--- src/design/nvmcs_pkg.sv ---
// Package of offsets, field positions, codes and timing for the command sequencer
package nvmcs_pkg;

  // Register offsets
  localparam logic [3:0] OFS_CMD_CTRL   = 4'h0;
  localparam logic [3:0] OFS_LOCK_CTRL  = 4'h1;
  localparam logic [3:0] OFS_OP_STATUS  = 4'h2;
  localparam logic [3:0] OFS_INT_EN     = 4'h3;
  localparam logic [3:0] OFS_INT_FLAG   = 4'h4;
  localparam logic [3:0] OFS_FUSE_DATA_L = 4'h6;
  localparam logic [3:0] OFS_FUSE_DATA_H = 4'h7;
  localparam logic [3:0] OFS_TGT_ADDR_L = 4'h8;
  localparam logic [3:0] OFS_TGT_ADDR_H = 4'h9;

  // Field positions
  localparam int BIT_APP_CODE_WP   = 0;
  localparam int BIT_BOOT_LOCK     = 1;
  localparam int BIT_FLASH_BUSY    = 0;
  localparam int BIT_EEPROM_BUSY   = 1;
  localparam int BIT_WRITE_FAULT   = 2;
  localparam int BIT_EEPROM_READY  = 0;

  // Values after reset
  localparam logic [2:0]  RST_CMD  = 3'h0;
  localparam logic [15:0] RST_WORD = 16'h0000;
  localparam logic [7:0]  RST_BYTE = 8'h00;

  // Command codes
  typedef enum logic [2:0] {
    CMD_NONE        = 3'b000,
    CMD_PAGE_WRITE  = 3'b001,
    CMD_PAGE_ERASE  = 3'b010,
    CMD_ERASE_WRITE = 3'b011,
    CMD_BUF_CLEAR   = 3'b100,
    CMD_FULL_ERASE  = 3'b101,
    CMD_EEPROM_WIPE = 3'b110,
    CMD_FUSE_PROG   = 3'b111
  } nvmcs_cmd_e;

  // Section codes of a page buffer load
  localparam logic [1:0] SECT_BOOT     = 2'h0;
  localparam logic [1:0] SECT_APP_CODE = 2'h1;
  localparam logic [1:0] SECT_APP_DATA = 2'h2;
  localparam logic [1:0] SECT_EEPROM   = 2'h3;

  // Buffer clear halt, CPU cycles
  localparam logic [2:0] BUF_CLEAR_CYCLES = 3'd7;

endpackage

--- src/design/nvmcs_page_buffer.sv ---
// Shared page buffer with written-byte marks and AND merge
module nvmcs_page_buffer #(
  parameter int PAGE_BYTES = 64,
  parameter int IDX_W      = 6
) (
  input  wire logic                    i_sys_clk,
  input  wire logic                    i_resetn,
  input  wire logic                    i_wr,
  input  wire logic [IDX_W-1:0]        i_idx,
  input  wire logic [7:0]              i_data,
  input  wire logic                    i_clear,
  output logic      [8*PAGE_BYTES-1:0] o_data,
  output logic      [PAGE_BYTES-1:0]   o_mask,
  output logic                         o_any
);
  import nvmcs_pkg::*;

  logic [7:0]            mem_r   [PAGE_BYTES];
  logic [7:0]            mem_nxt [PAGE_BYTES];
  logic [PAGE_BYTES-1:0] mask_r;
  logic [PAGE_BYTES-1:0] mask_nxt;

  ////////////////////////////////////////////////////////////////////////////
  // Per byte: clear to all ones, else AND new data in and mark the byte
  genvar g;
  generate
    for (g = 0; g < PAGE_BYTES; g++)
    begin : g_byte
      always_comb
      begin
        mem_nxt[g]  = mem_r[g];
        mask_nxt[g] = mask_r[g];
        if (i_clear)
        begin
          mem_nxt[g]  = 8'hFF;
          mask_nxt[g] = 1'b0;
        end
        else if (i_wr && (i_idx == IDX_W'(g)))
        begin
          mem_nxt[g]  = mem_r[g] & i_data;
          mask_nxt[g] = 1'b1;
        end
      end

      always_ff @(posedge i_sys_clk or negedge i_resetn)
      begin
        if (!i_resetn)
        begin
          mem_r[g]  <= 8'hFF;
          mask_r[g] <= 1'b0;
        end
        else
        begin
          mem_r[g]  <= mem_nxt[g];
          mask_r[g] <= mask_nxt[g];
        end
      end

      assign o_data[8*g +: 8] = mem_r[g];
    end
  endgenerate

  assign o_mask = mask_r;
  assign o_any  = |mask_r;
endmodule

--- src/design/nvmcs_sequencer.sv ---
// Nonvolatile controller command sequencer with register file
import nvmcs_pkg::*;

module nvmcs_sequencer #(
  parameter int PAGE_BYTES = 64,
  parameter int IDX_W      = 6
) (
  input  wire logic                    i_sys_clk,
  input  wire logic                    i_resetn,
  input  wire logic [3:0]              i_io_addr,
  input  wire logic                    i_io_wr,
  input  wire logic [7:0]              i_io_wdata,
  input  wire logic                    i_spm_unlock,
  input  wire logic                    i_dbg_access,
  input  wire logic                    i_exec_in_boot,
  input  wire logic                    i_pb_wr,
  input  wire logic [15:0]             i_pb_addr,
  input  wire logic [7:0]              i_pb_data,
  input  wire logic [1:0]              i_pb_section,
  input  wire logic                    i_eeprom_keep_fuse,
  input  wire logic                    i_arr_done,
  input  wire logic                    i_idle_sleep,
  input  wire logic                    i_wake,
  output logic      [7:0]              o_io_rdata,
  output logic                         o_arr_start,
  output nvmcs_pkg::nvmcs_cmd_e        o_arr_op,
  output logic                         o_arr_eeprom,
  output logic                         o_arr_keep_ee,
  output logic      [15:0]             o_arr_addr,
  output logic      [15:0]             o_fuse_data,
  output logic      [8*PAGE_BYTES-1:0] o_pb_data,
  output logic      [PAGE_BYTES-1:0]   o_pb_mask,
  output logic                         o_cpu_halt,
  output logic                         o_irq,
  output logic                         o_idle_wake,
  output logic                         o_stay_awake,
  output logic                         o_boot_lock
);
  import nvmcs_pkg::*;

  typedef enum logic [2:0] {
    ST_IDLE  = 3'b000,
    ST_CLEAR = 3'b001,
    ST_ERASE = 3'b010,
    ST_WRITE = 3'b011,
    ST_CHIP  = 3'b100,
    ST_WIPE  = 3'b101,
    ST_FUSE  = 3'b110
  } nvmcs_state_e;

  nvmcs_state_e state_r, state_nxt;
  nvmcs_cmd_e   cmd_r, cmd_nxt, op_r, op_nxt;
  logic [2:0]   cnt_r, cnt_nxt;
  logic         erase_write_cmd_r, erase_write_cmd_nxt, ee_r, ee_nxt, start_r, start_nxt;
  logic         halt_r, halt_nxt, flash_busy_flag_r, flash_busy_flag_nxt, eeprom_busy_flag_r, eeprom_busy_flag_nxt;
  logic         fault_r, fault_nxt, keep_r, keep_nxt;
  logic         app_code_write_protect_r, app_code_write_protect_nxt, block_r, block_nxt;
  logic         inten_r, inten_nxt, flag_r, flag_nxt, irq_r, irq_nxt;
  logic         wake_r, wake_nxt, awake_r, awake_nxt;
  logic [15:0]  addr_r, addr_nxt, data_r, data_nxt;
  logic [1:0]   sect_r, sect_nxt;
  logic         mix_r, mix_nxt;
  logic [7:0]   rdata_r, rdata_nxt;
  logic         pb_clr, pb_any, cmd_wr, cmd_ok, prot;
  nvmcs_cmd_e   cmd_in;

  ////////////////////////////////////////////////////////////////////////////
  // Page buffer
  nvmcs_page_buffer #(
    .PAGE_BYTES (PAGE_BYTES),
    .IDX_W      (IDX_W)
  ) u_pbuf (
    .i_sys_clk (i_sys_clk),
    .i_resetn  (i_resetn),
    .i_wr      (i_pb_wr),
    .i_idx     (i_pb_addr[IDX_W-1:0]),
    .i_data    (i_pb_data),
    .i_clear   (pb_clr),
    .o_data    (o_pb_data),
    .o_mask    (o_pb_mask),
    .o_any     (pb_any)
  );

  ////////////////////////////////////////////////////////////////////////////
  // Command decode and sequencing
  assign cmd_wr = i_io_wr && (i_io_addr == OFS_CMD_CTRL);
  assign cmd_ok = cmd_wr && (i_spm_unlock || i_dbg_access);
  assign cmd_in = nvmcs_cmd_e'(i_io_wdata[2:0]);
  assign prot   = (mix_r || ((sect_r == SECT_BOOT) && !i_dbg_access) ||
                   ((sect_r == SECT_APP_CODE) && app_code_write_protect_r));

  always_comb
  begin
    state_nxt = state_r;
    cmd_nxt   = cmd_r;
    op_nxt    = op_r;
    cnt_nxt   = cnt_r;
    erase_write_cmd_nxt  = erase_write_cmd_r;
    ee_nxt    = ee_r;
    start_nxt = 1'b0;
    fault_nxt = fault_r;
    keep_nxt  = keep_r;
    pb_clr    = i_wake;
    case (state_r)
      ST_IDLE:
      begin
        if (cmd_ok)
        begin
          cmd_nxt = cmd_in;
          case (cmd_in)
            CMD_PAGE_WRITE, CMD_PAGE_ERASE, CMD_ERASE_WRITE:
            begin
              if ((cmd_in != CMD_PAGE_WRITE) && !pb_any)
                cmd_nxt = CMD_NONE;
              else if (prot)
              begin
                fault_nxt = 1'b1;
                pb_clr    = 1'b1;
                cmd_nxt   = CMD_NONE;
              end
              else
              begin
                fault_nxt = 1'b0;
                ee_nxt    = (sect_r == SECT_EEPROM);
                erase_write_cmd_nxt  = (cmd_in == CMD_ERASE_WRITE);
                state_nxt = (cmd_in == CMD_PAGE_WRITE) ? ST_WRITE : ST_ERASE;
                op_nxt    = (cmd_in == CMD_PAGE_WRITE) ? CMD_PAGE_WRITE
                                                       : CMD_PAGE_ERASE;
                start_nxt = 1'b1;
              end
            end
            CMD_BUF_CLEAR:
            begin
              pb_clr    = 1'b1;
              cnt_nxt   = BUF_CLEAR_CYCLES;
              state_nxt = ST_CLEAR;
            end
            CMD_FULL_ERASE:
            begin
              fault_nxt = 1'b0;
              keep_nxt  = i_eeprom_keep_fuse;
              op_nxt    = CMD_FULL_ERASE;
              start_nxt = 1'b1;
              state_nxt = ST_CHIP;
            end
            CMD_EEPROM_WIPE:
            begin
              ee_nxt    = 1'b1;
              op_nxt    = CMD_EEPROM_WIPE;
              start_nxt = 1'b1;
              state_nxt = ST_WIPE;
            end
            CMD_FUSE_PROG:
            begin
              if (i_dbg_access)
              begin
                ee_nxt    = 1'b0;
                op_nxt    = CMD_FUSE_PROG;
                start_nxt = 1'b1;
                state_nxt = ST_FUSE;
              end
              else
                cmd_nxt = cmd_r;
            end
            default: cmd_nxt = CMD_NONE;
          endcase
        end
      end
      ST_CLEAR:
      begin
        cnt_nxt = cnt_r - 3'd1;
        if (cnt_r == 3'd1)
        begin
          state_nxt = ST_IDLE;
          cmd_nxt   = CMD_NONE;
        end
      end
      ST_ERASE:
      begin
        if (i_arr_done)
        begin
          if (erase_write_cmd_r)
          begin
            state_nxt = ST_WRITE;
            op_nxt    = CMD_PAGE_WRITE;
            start_nxt = 1'b1;
          end
          else
          begin
            pb_clr    = 1'b1;
            state_nxt = ST_IDLE;
            cmd_nxt   = CMD_NONE;
          end
        end
      end
      default:
      begin
        if (i_arr_done)
        begin
          pb_clr    = pb_clr || (state_r == ST_WRITE);
          state_nxt = ST_IDLE;
          cmd_nxt   = CMD_NONE;
          erase_write_cmd_nxt  = 1'b0;
        end
      end
    endcase
    // Flash work and full wipes halt the CPU; EEPROM page work does not
    halt_nxt   = (state_nxt == ST_CLEAR) || (state_nxt == ST_CHIP) ||
                 (state_nxt == ST_WIPE) || (state_nxt == ST_FUSE) ||
                 (((state_nxt == ST_ERASE) || (state_nxt == ST_WRITE)) && !ee_nxt);
    flash_busy_flag_nxt  = (state_nxt == ST_CHIP) || (state_nxt == ST_FUSE) ||
                 (((state_nxt == ST_ERASE) || (state_nxt == ST_WRITE)) && !ee_nxt);
    eeprom_busy_flag_nxt = (state_nxt == ST_WIPE) || ((state_nxt == ST_CHIP) && !keep_nxt) ||
                 (((state_nxt == ST_ERASE) || (state_nxt == ST_WRITE)) && ee_nxt);
    awake_nxt  = (state_nxt != ST_IDLE);
  end

  always_ff @(posedge i_sys_clk or negedge i_resetn)
  begin
    if (!i_resetn)
    begin
      state_r  <= ST_IDLE;
      cmd_r    <= CMD_NONE;
      op_r     <= CMD_NONE;
      cnt_r    <= RST_CMD;
      erase_write_cmd_r   <= 1'b0;
      ee_r     <= 1'b0;
      start_r  <= 1'b0;
      halt_r   <= 1'b0;
      flash_busy_flag_r  <= 1'b0;
      eeprom_busy_flag_r <= 1'b0;
      fault_r  <= 1'b0;
      keep_r   <= 1'b0;
      awake_r  <= 1'b0;
    end
    else
    begin
      state_r  <= state_nxt;
      cmd_r    <= cmd_nxt;
      op_r     <= op_nxt;
      cnt_r    <= cnt_nxt;
      erase_write_cmd_r   <= erase_write_cmd_nxt;
      ee_r     <= ee_nxt;
      start_r  <= start_nxt;
      halt_r   <= halt_nxt;
      flash_busy_flag_r  <= flash_busy_flag_nxt;
      eeprom_busy_flag_r <= eeprom_busy_flag_nxt;
      fault_r  <= fault_nxt;
      keep_r   <= keep_nxt;
      awake_r  <= awake_nxt;
    end
  end

  ////////////////////////////////////////////////////////////////////////////
  // Register file, buffer section tracking, interrupt
  always_comb
  begin
    app_code_write_protect_nxt = app_code_write_protect_r;
    block_nxt = block_r;
    inten_nxt = inten_r;
    data_nxt  = data_r;
    addr_nxt  = addr_r;
    flag_nxt  = flag_r;
    if (i_io_wr)
    begin
      if (i_io_addr == OFS_LOCK_CTRL)
      begin
        app_code_write_protect_nxt = app_code_write_protect_r | i_io_wdata[BIT_APP_CODE_WP];
        block_nxt = block_r | (i_io_wdata[BIT_BOOT_LOCK] & i_exec_in_boot);
      end
      else if (i_io_addr == OFS_INT_EN)
        inten_nxt = i_io_wdata[BIT_EEPROM_READY];
      else if (i_io_addr == OFS_INT_FLAG)
        flag_nxt = flag_r & ~i_io_wdata[BIT_EEPROM_READY];
      else if (i_io_addr == OFS_FUSE_DATA_L)
        data_nxt[7:0] = i_io_wdata;
      else if (i_io_addr == OFS_FUSE_DATA_H)
        data_nxt[15:8] = i_io_wdata;
      else if (i_io_addr == OFS_TGT_ADDR_L)
        addr_nxt[7:0] = i_io_wdata;
      else if (i_io_addr == OFS_TGT_ADDR_H)
        addr_nxt[15:8] = i_io_wdata;
    end
    if (i_pb_wr)
      addr_nxt = i_pb_addr;
    if (!eeprom_busy_flag_r)
      flag_nxt = 1'b1;
    irq_nxt  = inten_nxt && flag_nxt;
    wake_nxt = irq_nxt && i_idle_sleep;
    sect_nxt = sect_r;
    mix_nxt  = mix_r;
    if (pb_clr)
    begin
      sect_nxt = SECT_BOOT;
      mix_nxt  = 1'b0;
    end
    else if (i_pb_wr && !pb_any)
      sect_nxt = i_pb_section;
    else if (i_pb_wr && (i_pb_section != sect_r))
      mix_nxt = 1'b1;
    rdata_nxt = RST_BYTE;
    if (i_io_addr == OFS_CMD_CTRL)
      rdata_nxt = {5'h00, cmd_r};
    else if (i_io_addr == OFS_LOCK_CTRL)
      rdata_nxt = {6'h00, block_r, app_code_write_protect_r};
    else if (i_io_addr == OFS_OP_STATUS)
      rdata_nxt = {5'h00, fault_r, eeprom_busy_flag_r, flash_busy_flag_r};
    else if (i_io_addr == OFS_INT_EN)
      rdata_nxt = {7'h00, inten_r};
    else if (i_io_addr == OFS_INT_FLAG)
      rdata_nxt = {7'h00, flag_r};
    else if (i_io_addr == OFS_FUSE_DATA_L)
      rdata_nxt = data_r[7:0];
    else if (i_io_addr == OFS_FUSE_DATA_H)
      rdata_nxt = data_r[15:8];
    else if (i_io_addr == OFS_TGT_ADDR_L)
      rdata_nxt = addr_r[7:0];
    else if (i_io_addr == OFS_TGT_ADDR_H)
      rdata_nxt = addr_r[15:8];
  end

  always_ff @(posedge i_sys_clk or negedge i_resetn)
  begin
    if (!i_resetn)
    begin
      app_code_write_protect_r <= 1'b0;
      block_r <= 1'b0;
      inten_r <= 1'b0;
      flag_r  <= 1'b0;
      irq_r   <= 1'b0;
      wake_r  <= 1'b0;
      data_r  <= RST_WORD;
      addr_r  <= RST_WORD;
      sect_r  <= SECT_BOOT;
      mix_r   <= 1'b0;
      rdata_r <= RST_BYTE;
    end
    else
    begin
      app_code_write_protect_r <= app_code_write_protect_nxt;
      block_r <= block_nxt;
      inten_r <= inten_nxt;
      flag_r  <= flag_nxt;
      irq_r   <= irq_nxt;
      wake_r  <= wake_nxt;
      data_r  <= data_nxt;
      addr_r  <= addr_nxt;
      sect_r  <= sect_nxt;
      mix_r   <= mix_nxt;
      rdata_r <= rdata_nxt;
    end
  end

  assign o_io_rdata    = rdata_r;
  assign o_arr_start   = start_r;
  assign o_arr_op      = op_r;
  assign o_arr_eeprom  = ee_r;
  assign o_arr_keep_ee = keep_r;
  assign o_arr_addr    = addr_r;
  assign o_fuse_data   = data_r;
  assign o_cpu_halt    = halt_r;
  assign o_irq         = irq_r;
  assign o_idle_wake   = wake_r;
  assign o_stay_awake  = awake_r;
  assign o_boot_lock   = block_r;
endmodule

--- config.mk ---
export PLATFORM = sky130hd
export DESIGN_NAME = nvmcs_sequencer
export DESIGN_NICKNAME = d
export VERILOG_FILES = /design/src/design/nvmcs_pkg.sv /design/src/design/nvmcs_page_buffer.sv /design/src/design/nvmcs_sequencer.sv
export SDC_FILE = /design/constraint.sdc
export NUM_CORES = 1
export LEC_CHECK = 0
export BUFFER_PORTS_ARGS = -buffer_cell sky130_fd_sc_hd__buf_2
export CAP_MARGIN = 25
export CORE_AREA = 2 2 261 263
export CTS_CLUSTER_SIZE = 25
export DETAILED_ROUTE_END_ITERATION = 7
export DIE_AREA = 0 0 263 265
export GPL_ROUTABILITY_DRIVEN = 0
export GPL_TIMING_DRIVEN = 0
export SLEW_MARGIN = 20
export SYNTH_ARGS = -nofsm -noshare
export SYNTH_HDL_FRONTEND = slang
export SYNTH_SLANG_ARGS = --single-unit
--- constraint.sdc ---
create_clock -name i_sys_clk -period 3.5 [get_ports i_sys_clk]
set_input_delay 0.175 -clock i_sys_clk [delete_from_list [all_inputs] [get_ports i_sys_clk]]
set_output_delay 0.175 -clock i_sys_clk [all_outputs]
set_load 0.01 [all_outputs]
# == Yosys cells after proc, flatten, opt, wreduce, memory -nomap -nowiden ==
# Cells that the tools add are included.
# Widths: inputs -> output; s select.
# classes
addsub,1
n_eq_ne,113
muxes,355
n_bitwise,74
n_reduce_logical,188
# ops
cell,n
$mux 8,140
$and 8x8->8,64
$eq 6x6->1 const B,32
$mux 1,167
$reduce_bool 2->1,73
$mux 16,7
$eq 6x5->1 const B,16
$logic_and 1x1->1,76
$mux 3,23
$reduce_or 64->1,1
$eq 6x4->1 const B,8
$ne 2x2->1 const B,15
$pmux 3 s3,3
$eq 6x3->1 const B,4
$eq 3x3->1 const B,7
$eq 3x2->1 const B,6
$reduce_and 6->1,3
$reduce_and 8->1,2
$pmux 3 s5,1
$logic_or 1x1->1,13
$eq 3x1->1 const B,4
$eq 4x3->1 const B,3
$eq 6x2->1 const B,2
$pmux 3 s2,2
other kinds (32),59
# word_totals
register_bits,646
out_inout_bits,627
wordCells,885

# == Longest topological paths before layout ==
# Gate-level depths: netlist (run 1).
# logic_depth
ltp_word,14
ltp_mapped,9

# == Cells and area by module ==
# From an unflattened synthesis (run 1), not the netlist that was laid out.
# unflattened
hier_cells,2420
hier_area_um2,28238.3
# modules_own_cells
module,n_inst,cells_per_inst,area_each_um2,seq_area_each_um2
nvmcs_page_buffer,1,2043,24533.5,15054.4
nvmcs_sequencer,1,377,3704.8,1751.7

# == Worst setup path before layout (run 1) ==
# OpenSTA, ideal clock, no wires.
# synth_timing
path_kind,register to register
start,"register u_pbuf.mask_r[0], in the netlist u_pbuf.o_mask[0]"
end,"register u_pbuf.mem_r, in the netlist u_pbuf.o_data[0]"
arrival_ps,2000
required_ps,3421
path_slack_ps,1421
path_stages_with_launch,9
synth_period_minus_slack_ps,2079
cell_sequence,dfrtp_1 nor4_1 nand4_1 nor4_1 a21oi_1 a31oi_2 buf_2 buf_4 nand2_1
# synth_via
elab_chain_cells,8
word_cells_on_any_way,9
classes_between,mux: 5; reduce/logical: 4
# synth_rtl
item,line,rtl
start: declaration,nvmcs_page_buffer.sv:20,logic [PAGE_BYTES-1:0] mask_r;
start signal: indexed assignment,nvmcs_page_buffer.sv:55,mask_r[g] <= mask_nxt[g];
$reduce_or 64->1 *,nvmcs_page_buffer.sv:64,assign o_any = |mask_r;
$logic_not 1->1 *,nvmcs_sequencer.sv:113,if ((cmd_in != CMD_PAGE_WRITE) && !pb_any)
$logic_and 1x1->1 *,nvmcs_sequencer.sv:113,
$mux 1 *,nvmcs_sequencer.sv:113,
$pmux 1 s2 *,nvmcs_sequencer.sv:110,case (cmd_in)
$mux 1 *,nvmcs_sequencer.sv:107,if (cmd_ok)
$pmux 1 s3 *,nvmcs_sequencer.sv:104,case (state_r)
$mux 8 or $reduce_bool 2->1 (tied branches),n/a,
end signal: indexed assignment,nvmcs_page_buffer.sv:54,mem_r[g] <= mem_nxt[g];
end: declaration,nvmcs_page_buffer.sv:18,logic [7:0] mem_r [PAGE_BYTES];
# Mark *: on every way between the ends. The rest lies on a longest branch, timed or not.
# A chain may end at the register's enable or synchronous reset.

# == Worst setup path in the final report (run 1) ==
# layout_timing
start,"register u_pbuf.mask_r[20], in the netlist u_pbuf.o_mask[20]"
end,"register u_pbuf.mem_r, in the netlist u_pbuf.o_data[425]"
# Same word-level chain as after synthesis.

==> results of run 1 <==
## cell usage in the layout, fill, tap and decap left out, drive strengths merged, types with 4 or more instances in the layout
| cell type | Yosys | layout |
|---|---|---|
| buf | 67 | 744 |
| mux2 | 20 | 20 |
| dfrtp | 134 | 134 |
| nor3 | 12 | 12 |
| a21o | 4 | 4 |
| bufinv | 0 | 8 |
| clkbuf | 81 | 184 |
| nor2b | 6 | 6 |
| o22ai | 5 | 5 |
| nand3b | 5 | 5 |
| nand3 | 8 | 8 |
| dfstp | 512 | 512 |
| nor3b | 7 | 7 |
| o21ai | 535 | 535 |
| a31oi | 4 | 4 |
| nand2b | 9 | 9 |
| and3 | 5 | 5 |
| a31o | 4 | 4 |
| clkinv | 0 | 11 |
| nor4 | 18 | 18 |
| inv | 59 | 64 |
| dlygate4sd3 | 0 | 35 |
| nand2 | 614 | 614 |
| mux2i | 26 | 26 |
| nand4 | 7 | 7 |
| a22oi | 4 | 4 |
| a21oi | 92 | 92 |
| nor2 | 43 | 43 |
## layout make-up
type                       instances  share of cell area
sequential                       646               0.517
multi-input combinational       1473               0.222
timing repair buffer             712               0.121
clock buffer                     103              0.0643
tap                              873              0.0336
buffer                           148              0.0232
clock inverter                    27              0.0122
inverter                          59             0.00681
antenna                            1           0.0000770
## per-stage QoR
step | util | instances | power, uW
CTS | 0.486 | 4040 | 17400
floorplan | - | 2326 | 8560
finish | 0.487 | 4042 | 17200
global placement | 0.439 | 3862 | 9200
detailed placement | 0.443 | 3872 | 9280
global route | 0.487 | 4041 | 17800
## repair_timing
action / in CTS / in global routing
pin swaps: 1 / 0
resized for setup: 1 / 3
buffers inserted: 3 / 0
hold buffers: 35 / 0
setup endpoints to repair: 513 / 471
hold endpoints to repair: 115 / 0
## registers in the layout, summed over array words and instances (netlist names), 2 cells and up
name and count:
cmd_r 3, o_arr_addr 16, o_fuse_data 16, state_r 3, cnt_r 3, sect_r 2, o_io_rdata 8, u_pbuf.o_data 512
u_pbuf.o_mask 64, o_arr_op 3
## report_power, final
| part | switching, uW | internal [uW] |
|---|---|---|
| Sequential | 139 | 7690 |
| Combinational | 950 | 443 |
| Clock | 3180 | 4790 |
| Total | 4270 | 12900 |
## logic make-up after synthesis
| kind of cell | count (synthesis) | synth area share |
|---|---|---|
| and+or+nand+nor | 744 | 0.122 |
| xor gates and xnor gates | 2 | 0.000703 |
| muxes | 46 | 0.0195 |
| adders and majority gates | 2 | 0.00100 |
| buffers and inverters | 207 | 0.0389 |
| AOI/OAI and AO/OA | 679 | 0.144 |
| DFF | 646 | 0.674 |
## per-layer routing
layer | up-vias | part of all wire
li1 | 9361 | -
met1 | 10900 | 0.40
met2 | 937 | 0.48
met3 | 189 | 0.083
met4 | 0 | 0.038
met5 | - | 0
## worst reg2reg max path: stages (launching register included)
cell     delay (ns)
dfrtp_1        0.39
nor4_1         0.63
nand4_1        0.36
nor4_2         0.44
a21oi_1        0.24
a31oi_4        0.27
buf_12         0.17
buf_2          0.29
buf_4          0.32
nand2_1        0.10
## how the worst min path moves through the flow
stage / slack (ns) / cells past startpoint / startpoint / to
after detailed placement: 0.23 / 1 / i_resetn / u_pbuf.o_mask[5]
after CTS: 0.01 / 3 / i_io_wr / app_code_write_protect_r
final: 0.04 / 3 / i_io_wr / app_code_write_protect_r
after global routing: 0.08 / 3 / i_io_wr / app_code_write_protect_r
after global placement: 0.39 / 3 / i_pb_addr[14] / o_arr_addr[14]
after floorplan: -0.12 / 0 / i_resetn / app_code_write_protect_r
==> metrics.txt, run 1 <==
status completed; Final setup violation count 0; share of cells above drive strength 1 0.445; CP arrival 3.80 ns; Clock Latency Late Sink 0.61 ns; post-synthesis async set-or-reset flop share 1.00; register area share after synthesis 0.674; DR iter-0 viols 1,760; CP max-delay cell nor4_1; Critical Path Fanout Max 10; Pleak roughly 0.013 uW; most common cell in the synthesized netlist nand2_1; max_cap viols 0; gr usage total 0.283; drc violations 0; Final #Nets ~3,200; final instance area 32,500 um^2; synth top area cells dfstp_2 54%, dfrtp_1 13%, o21ai_0 11%; Ys Warns 0; pre-CTS setup slack -0.391 ns; power density cells approximately 530 nW/um^2; first-pass GRT wire length 145,000 um; Vias/cell approximately 5.3; RSZ-0062 raised after global routing false; Hold Crit Class in2reg; storage element area about 17,000 um^2; launch point of the worst path u_pbuf.o_mask[20]; Slew @ Worst Pin 1.07 ns; CP endpoint u_pbuf.o_data[425]; crit path cell chain nor4_1, nand4_1, nor4_2, a21oi_1, a31oi_4, buf_12, buf_2, buf_4, nand2_1; Yosys reg bits 646; Max Freq 305 MHz; initial core utilization 0.373; hold_ws 0.0417 ns; average size of a mapped cell 10.7 um^2; Critical Path Start Type register; most used routing layer in global routing met2; ANT nets after route 0; met3 Usage GRT 0.0804; detailed placement HPWL 74,200 um; Placed Area 29,600 um^2; DR WL/cell 25.0 um; final period utilization 0.936; post-synth top area share 0.540; Reg2Reg Depth 9; R2R Setup Slk 0.22 ns; WL final 101,000 um; TNS Setup 0 ns; cts bufs inserted 72; area delta synth->final 30.5%; Synth top cells by count 614 x nand2_1, 535 x o21ai_0, 512 x dfstp_2, 134 x dfrtp_1, 91 x a21oi_1; Worst setup EP type register; clock slew at reported path FFs 0.06 ns; Worst R2R Start u_pbuf.o_mask[20]; depth of the CTS H-tree 3; Root Buffer clkbuf_16; top-level port count ~680; vias in the first global route 21,000; CTS tree done; Post-synth EDFFs 0; CP Data Required Time 4.02 ns; area leader, netlist dfstp_2; kind of cell adding the most delay to the critical path simple AND/OR/NAND/NOR gates; syn_nets 2,377; final hold violations 0; Worst Path Buf+Inv 3; met1 GRT Util 0.354; Die Ht 265 um; clk sink count 646; post-synth design cell area 24,900 um^2; IO Port Bufs 663; initial antenna violation count 0; Multi-input gate area 7220 um^2; Largest stage delay, worst path 0.63 ns; VDD IR max 0.323 mV; Die W ~260 um; Synth Flop Type dfstp_2; Worst R2R End u_pbuf.o_data[425]; setup ws final 0.223 ns; Stages on worst setup path 9; clock tree buffer depth 3; Mapped Cells 2,326; fillers slightly above 6,000; row count 95; Congestion Overflow GR 0; met2 usage 0.468; Distinct cells, synth 62; Slew Limit Fails 0; vias post-DR 21,400; kind of critical path reg2reg; core area 66,800 um^2; largest net degree at the start of global routing ~110; Max-slew headroom 0.286; minimum clock period 3.28 ns; drt pass-1 iters 8; DIE AREA 69,700 um^2; skew final between 0.015 and 0.02 ns
(Power assumes the default switching activity.)
==> inputs of run 2 (changes only) <==
Settings changed: SKIP_LAST_GASP set to 1.
Clock period 3.5 ns to 3.1 ns, I/O delays scaled along.
==> run 2 against run 1 <==
- setup slack lost 0.13 ns
- sequential cell count stayed put
- cell count barely moved
- combinational power grew 14%
- critical path depth up 2
- non-clock buffer count is 3 higher
- fmax rose by 8.9%
- clock-buffer cell count did not move
- worst hold slack gained 0.036 ns
- final area grew 0.29%
- routed wire length is 0.24% higher
- sequential power up 13%
- critical endpoint is now u_pbuf.o_data[203]
==> metrics.txt, run 2 (synthesized netlist as in run 1, its figures left out) <==
final period utilization 0.971 (+0.0342); Final Core Density 0.488 (+0.00142); initial antenna violation count 0 (unchanged); RSZ-0062 raised after global routing false; drc violations 0 (unchanged); final hold violations 0 (unchanged); clock slew at reported path FFs 0.06 ns (about the same); Clock Latency Late Sink 0.62 ns (about the same); max_cap viols 0 (unchanged); DR WL/cell 25.1 um (+0.16%); placed cells 3,872 (unchanged); Root Buffer clkbuf_16; Die Ht 265 um (unchanged); setup ws final 0.0914 ns (-0.131 ns); Vias/cell 5.30 (+0.27%); Reg2Reg Depth 11 (+2); ANT nets after route 0 (unchanged); R2R Setup Slk 0.09 ns (-0.13 ns); minimum clock period 3.01 ns (-0.269 ns); VDD IR max 0.367 mV (+14%); crit path cell chain nor4_1, buf_2, nand4_1, nor4_4, a21oi_2, a31oi_4, buf_12, buf_12, buf_2, buf_4, nand2_1; initial core utilization 0.373 (unchanged); vias post-DR 21,400 (+0.35%); hold_ws 0.0774 ns (+0.0357 ns); Largest stage delay, worst path 0.39 ns (-0.24 ns); Slew @ Worst Pin 1.08 ns (+0.00710 ns); clk sink count 646 (unchanged); drt pass-1 iters 6 (-2); DR iter-0 viols 1,842 (+4.7%); Final Instance Count excl. Fillers 4,045 (+0.074%); DIE AREA 69,700 um^2 (unchanged); IO Port Bufs 663 (unchanged); Final setup violation count 0 (unchanged); area delta synth->final 30.8%; skew final 0.0216 ns (+0.00206 ns); share of cells above drive strength 1 0.447 (+0.00147); first-pass GRT wire length 146,000 um (+0.16%); vias in the first global route 21,100 (+0.16%); Die W 263 um (unchanged); max reg flops 512 (unchanged); clock tree buffer depth 3 (unchanged); largest net degree at the start of global routing 106 (unchanged); Max Freq 332 MHz (+8.9%); detailed placement HPWL 74,200 um (unchanged); Worst R2R Start u_pbuf.o_mask[38]; commonest non-fill, non-tap cells in the layout 678 x buf_2, 614 x nand2_1, 535 x o21ai_0; Max-slew headroom 0.281 (-0.00473); WHS Endpoint o_arr_addr[1]; CTS tree done; Critical Path Fanout Max 10 (unchanged); gr usage total 0.284 (about the same); WHS Path Cells 3 (unchanged); hold wc startpoint i_pb_addr[1]; depth of the CTS H-tree 3 (unchanged); Slew Limit Fails 0 (unchanged); Worst R2R End u_pbuf.o_data[203]; Pwr Total 19,400 uW (+13%); Congestion Overflow GR 0 (unchanged); cts bufs inserted 72 (unchanged); kind of cell adding the most delay to the critical path simple AND/OR/NAND/NOR gates; fillers 6,170 (-0.11%); CP arrival 3.54 ns (-0.26 ns); Hold Crit Class in2reg; WL final 101,000 um (+0.24%); power density cells 596 nW/um^2 (+13%); status completed; top-level port count 676 (unchanged); Worst Path Buf+Inv 5 (+2); Pleak 0.0131 uW (+0.28%); Worst setup EP type register; Critical Path Start Type register; kind of critical path reg2reg; CP Data Required Time 3.63 ns (-0.39 ns); commonest non-fill, non-tap cell in the layout buf_2; pre-CTS setup slack -0.791 ns (-0.400 ns); CP max-delay cell dfrtp_1; row count 95 (unchanged); core area 66,800 um^2 (unchanged); Final #Nets 3,166 (+0.095%)
run 2: changes by cell type in the layout (fill, tap and decap cells not counted), sizes merged:
cell / before / now
dlygate4sd3: 35 / 38
run 2: worst min-delay path, cell delays in order:
cell	delay, ns
clkbuf_1	0.26
nand2_1	0.14
o21ai_0	0.08
run 2: how the worst max path moves through the flow:
stage,startpoint,end,slack (ns),depth (start not counted)
finish,u_pbuf.o_mask[38],u_pbuf.o_data[203],0.09,11
CTS,u_pbuf.o_mask[31],u_pbuf.o_data[425],0.008,9
detailed placement,u_pbuf.o_mask[31],u_pbuf.o_data[426],-0.79,8
global placement,i_resetn,u_pbuf.o_mask[35],-10.78,1
global route,u_pbuf.o_mask[60],u_pbuf.o_data[131],0.01,11
floorplan,u_pbuf.o_mask[0],u_pbuf.o_data[0],1.02,8
run 2: layout make-up:
cell class / count / area, um^2 / share of cell area
Tap cell: 873 / 1090 / 0.0335
Clock buffer: 103 / 2090 / 0.0641
Clock inverter: 27 / 395 / 0.0121
Multi-Input combinational cell: 1473 / 7280 / 0.223
Timing Repair Buffer: 715 / 3970 / 0.122
Inverter: 59 / 221 / 0.00679
Buffer: 148 / 757 / 0.0232
Antenna cell: 1 / 2.50 / 0.0000767
Sequential cell: 646 / 16800 / 0.515
run 2: timing repair:
item / 4_1_cts / 5_1_grt
resized for setup: 11 / 3
pin swaps: 2 / 1
hold endpoints to repair: 118 / 0
hold buffers: 38 / 0
setup buffers: 3 / 0
endpoints found under the setup margin: 588 / 402
run 2: where the power goes:
| part | internal (uW) | leakage (uW) | switching, uW |
|---|---|---|---|
| sequential | 8690 | 0.00716 | 157 |
| clock | 5410 | 0.00122 | 3600 |
| combinational | 507 | 0.00470 | 1080 |
| total | 14600 | 0.0131 | 4840 |
run 2: per-layer routing:
layer	part of all wire	global-route usage	wire, um
met4	0.037	0.107	3790
met2	0.48	0.468	48900
met3	0.085	0.0819	8650
met1	0.40	0.353	40100
met5	0	0	0
run 2: metrics by stage:
stage | instance area [um^2] | TNS, ns
2_1_floorplan | 24900 | 0
3_3_place_gp | 29300 | -5615.84
3_5_place_dp | 29600 | -340.44
4_1_cts | 32600 | 0
5_1_grt | 32600 | 0
6_report | 32600 | 0
==> inputs of run 3 (changes only) <==
Clock period 3.1 ns to 3.9 ns, I/O delays scaled along.
==> run 3 against run 2 <==
- utilization is 0.18 points lower
- routed wire length is 0.43% lower
- register-to-register slack better by 0.13 ns
- sequential cell count stayed put
- cell count hardly changed
- setup slack better by 0.13 ns
- die area stayed put
- critical endpoint is now u_pbuf.o_data[425]
==> metrics.txt, run 3 (synthesized netlist as in run 1, its figures left out) <==
RSZ-0062 raised after global routing false; Final #Nets 3,163 (-0.095%); Critical Path Start Type register; DR WL/cell 25.0 um (-0.38%); clock slew at reported path FFs 0.06 ns (about the same); commonest non-fill, non-tap cells in the layout 678 x buf_2, 614 x nand2_1, 535 x o21ai_0; CP Data Required Time 4.42 ns (+0.79 ns); Final Core Density 0.486 (-0.00176); ANT nets after route 0 (unchanged); Die W 263 um (unchanged); minimum clock period 3.67 ns (+0.666 ns); sw power 3840 uW (-21%); Congestion Overflow GR 0 (unchanged); Die Ht 265 um (unchanged); Logic pwr share 0.081 (about the same); Pleak 0.0130 uW (-0.32%); drt pass-1 iters 7 (+1); vias post-DR 21,500 (+0.061%); Clock Latency Late Sink 0.62 ns (about the same); Final setup violation count 0 (unchanged); core area 66,800 um^2 (unchanged); IO Port Bufs 663 (unchanged); Sw Share 0.249 (about the same); gr usage total 0.283 (about the same); commonest non-fill, non-tap cell in the layout buf_2; TNS Setup 0 ns (unchanged); max reg flops 512 (unchanged); DIE AREA 69,700 um^2 (unchanged); skew final 0.0189 ns (-0.00273 ns); Clock Power Share 0.464 (about the same); drc violations 0 (unchanged); largest net degree at the start of global routing 106 (unchanged); Max Freq 272 MHz (-18%); WL final 101,000 um (-0.43%); share of cells above drive strength 1 0.444 (-0.00273); max_cap viols 0 (unchanged); clk sink count 646 (unchanged); vias in the first global route 21,000 (-0.16%); status completed; Sequential Power Share 0.455 (about the same); fillers 6,179 (+0.15%); clock tree buffer depth 3 (unchanged); placed cells 3,872 (unchanged); row count 95 (unchanged); final period utilization 0.942 (-0.0284); Slew @ Worst Pin 1.09 ns (+0.0145 ns); Vias/cell 5.31 (+0.11%); first-pass GRT wire length 145,000 um (-0.16%); CP arrival 4.20 ns (+0.66 ns); Multi-input gate area 7190 um^2 (-1.2%); Root Buffer clkbuf_16; Final Instance Count excl. Fillers 4,043 (-0.049%); DR iter-0 viols 1,910 (+3.7%); initial core utilization 0.373 (unchanged); Critical Path Fanout Max 10 (unchanged); detailed placement HPWL 74,200 um (unchanged); cts bufs inserted 72 (unchanged); depth of the CTS H-tree 3 (unchanged); area delta synth->final 30.4%; total internal power 11,600 uW (-21%); initial antenna violation count 0 (unchanged); top-level port count 676 (unchanged); CTS tree done; Worst setup EP type register; final hold violations 0 (unchanged); kind of critical path reg2reg; VDD IR max 0.289 mV (-21%); storage element area 16,800 um^2 (unchanged); Hold Crit Class in2reg; power density cells 475 nW/um^2 (-20%); Slew Limit Fails 0 (unchanged); Max-slew headroom 0.271 (-0.00969)
[run 3: cell count changes in the layout (fill, tap and decap cells not counted), moves of 3 or more]
cell           previous run  this run
nor4_1                    8        17
nor4_2                    7         1
dlygate4sd3_1            38        35
nor4_4                    3         0
[run 3: metrics by stage]
step / hold slack [ns] / setup WS, ns / total power [uW] / area, um^2
finish: 0.0649 / 0.226 / 15400 / 32500
global route: 0.0954 / 0.153 / 16000 / 32500
CTS: 0.0317 / 0.288 / 15600 / 32500
detailed placement: 0.253 / 0.00859 / 8330 / 29600
global placement: 0.405 / -10.02 / 8260 / 29300
floorplan: -0.101 / 1.82 / 7690 / 24900
[run 3: critical path, cell delays in order (launching register included)]
cell and delay (ns):
dfrtp_1 0.47, nor4_1 0.65, nand4_1 0.39, nor4_1 0.64, a21oi_1 0.29, a31oi_4 0.27
buf_12 0.16, buf_2 0.28, buf_4 0.32, nand2_1 0.10
[run 3: final timing paths]
path,endpoint,slack [ns],depth (start not counted),from
worst max-delay path,u_pbuf.o_data[425],0.23,9,u_pbuf.o_mask[17]
worst min-delay path,erase_write_cmd_r,0.06,3,i_arr_done
worst max register to register,u_pbuf.o_data[425],0.23,9,u_pbuf.o_mask[17]
worst min register to register,u_pbuf.o_data[301],0.47,2,u_pbuf.o_data[301]
max in group asynchronous,u_pbuf.o_data[287],1.81,5,i_resetn
min in group asynchronous,u_pbuf.o_mask[54],0.23,2,i_resetn
[run 3: layout make-up]
type / instances / area share
Tap cell: 873 / 0.0336
Antenna cell: 2 / 0.000154
Sequential cell: 646 / 0.517
Inverter: 59 / 0.00682
Timing Repair Buffer: 712 / 0.121
Clock buffer: 103 / 0.0644
Multi-Input combinational cell: 1473 / 0.221
Buffer: 148 / 0.0232
Clock inverter: 27 / 0.0122
[run 3: power by group through the flow]
stage	Combinational (uW)	Sequential [uW]	Clock, uW
2_1_floorplan	536	7150	0
3_3_place_gp	1150	7110	0
3_5_place_dp	1200	7120	0
4_1_cts	1250	7020	7300
5_1_grt	1350	7040	7570
6_report	1250	7030	7160
[run 3: layer usage]
layer | GRT usage | vias to the layer above | wire length [um]
met4 | 0.107 | 0 | 3820
met1 | 0.354 | 10900 | 39600
li1 | - | 9371 | -
met5 | 0 | - | 0
met3 | 0.0804 | 183 | 8810
met2 | 0.468 | 1000 | 48800
[run 3: timing repair]
item,4_1_cts,5_1_grt
hold buffers,35,0
buffers inserted,3,0
endpoints found under the hold margin,115,0
setup endpoints to repair,26,0
gates resized for setup,0,0
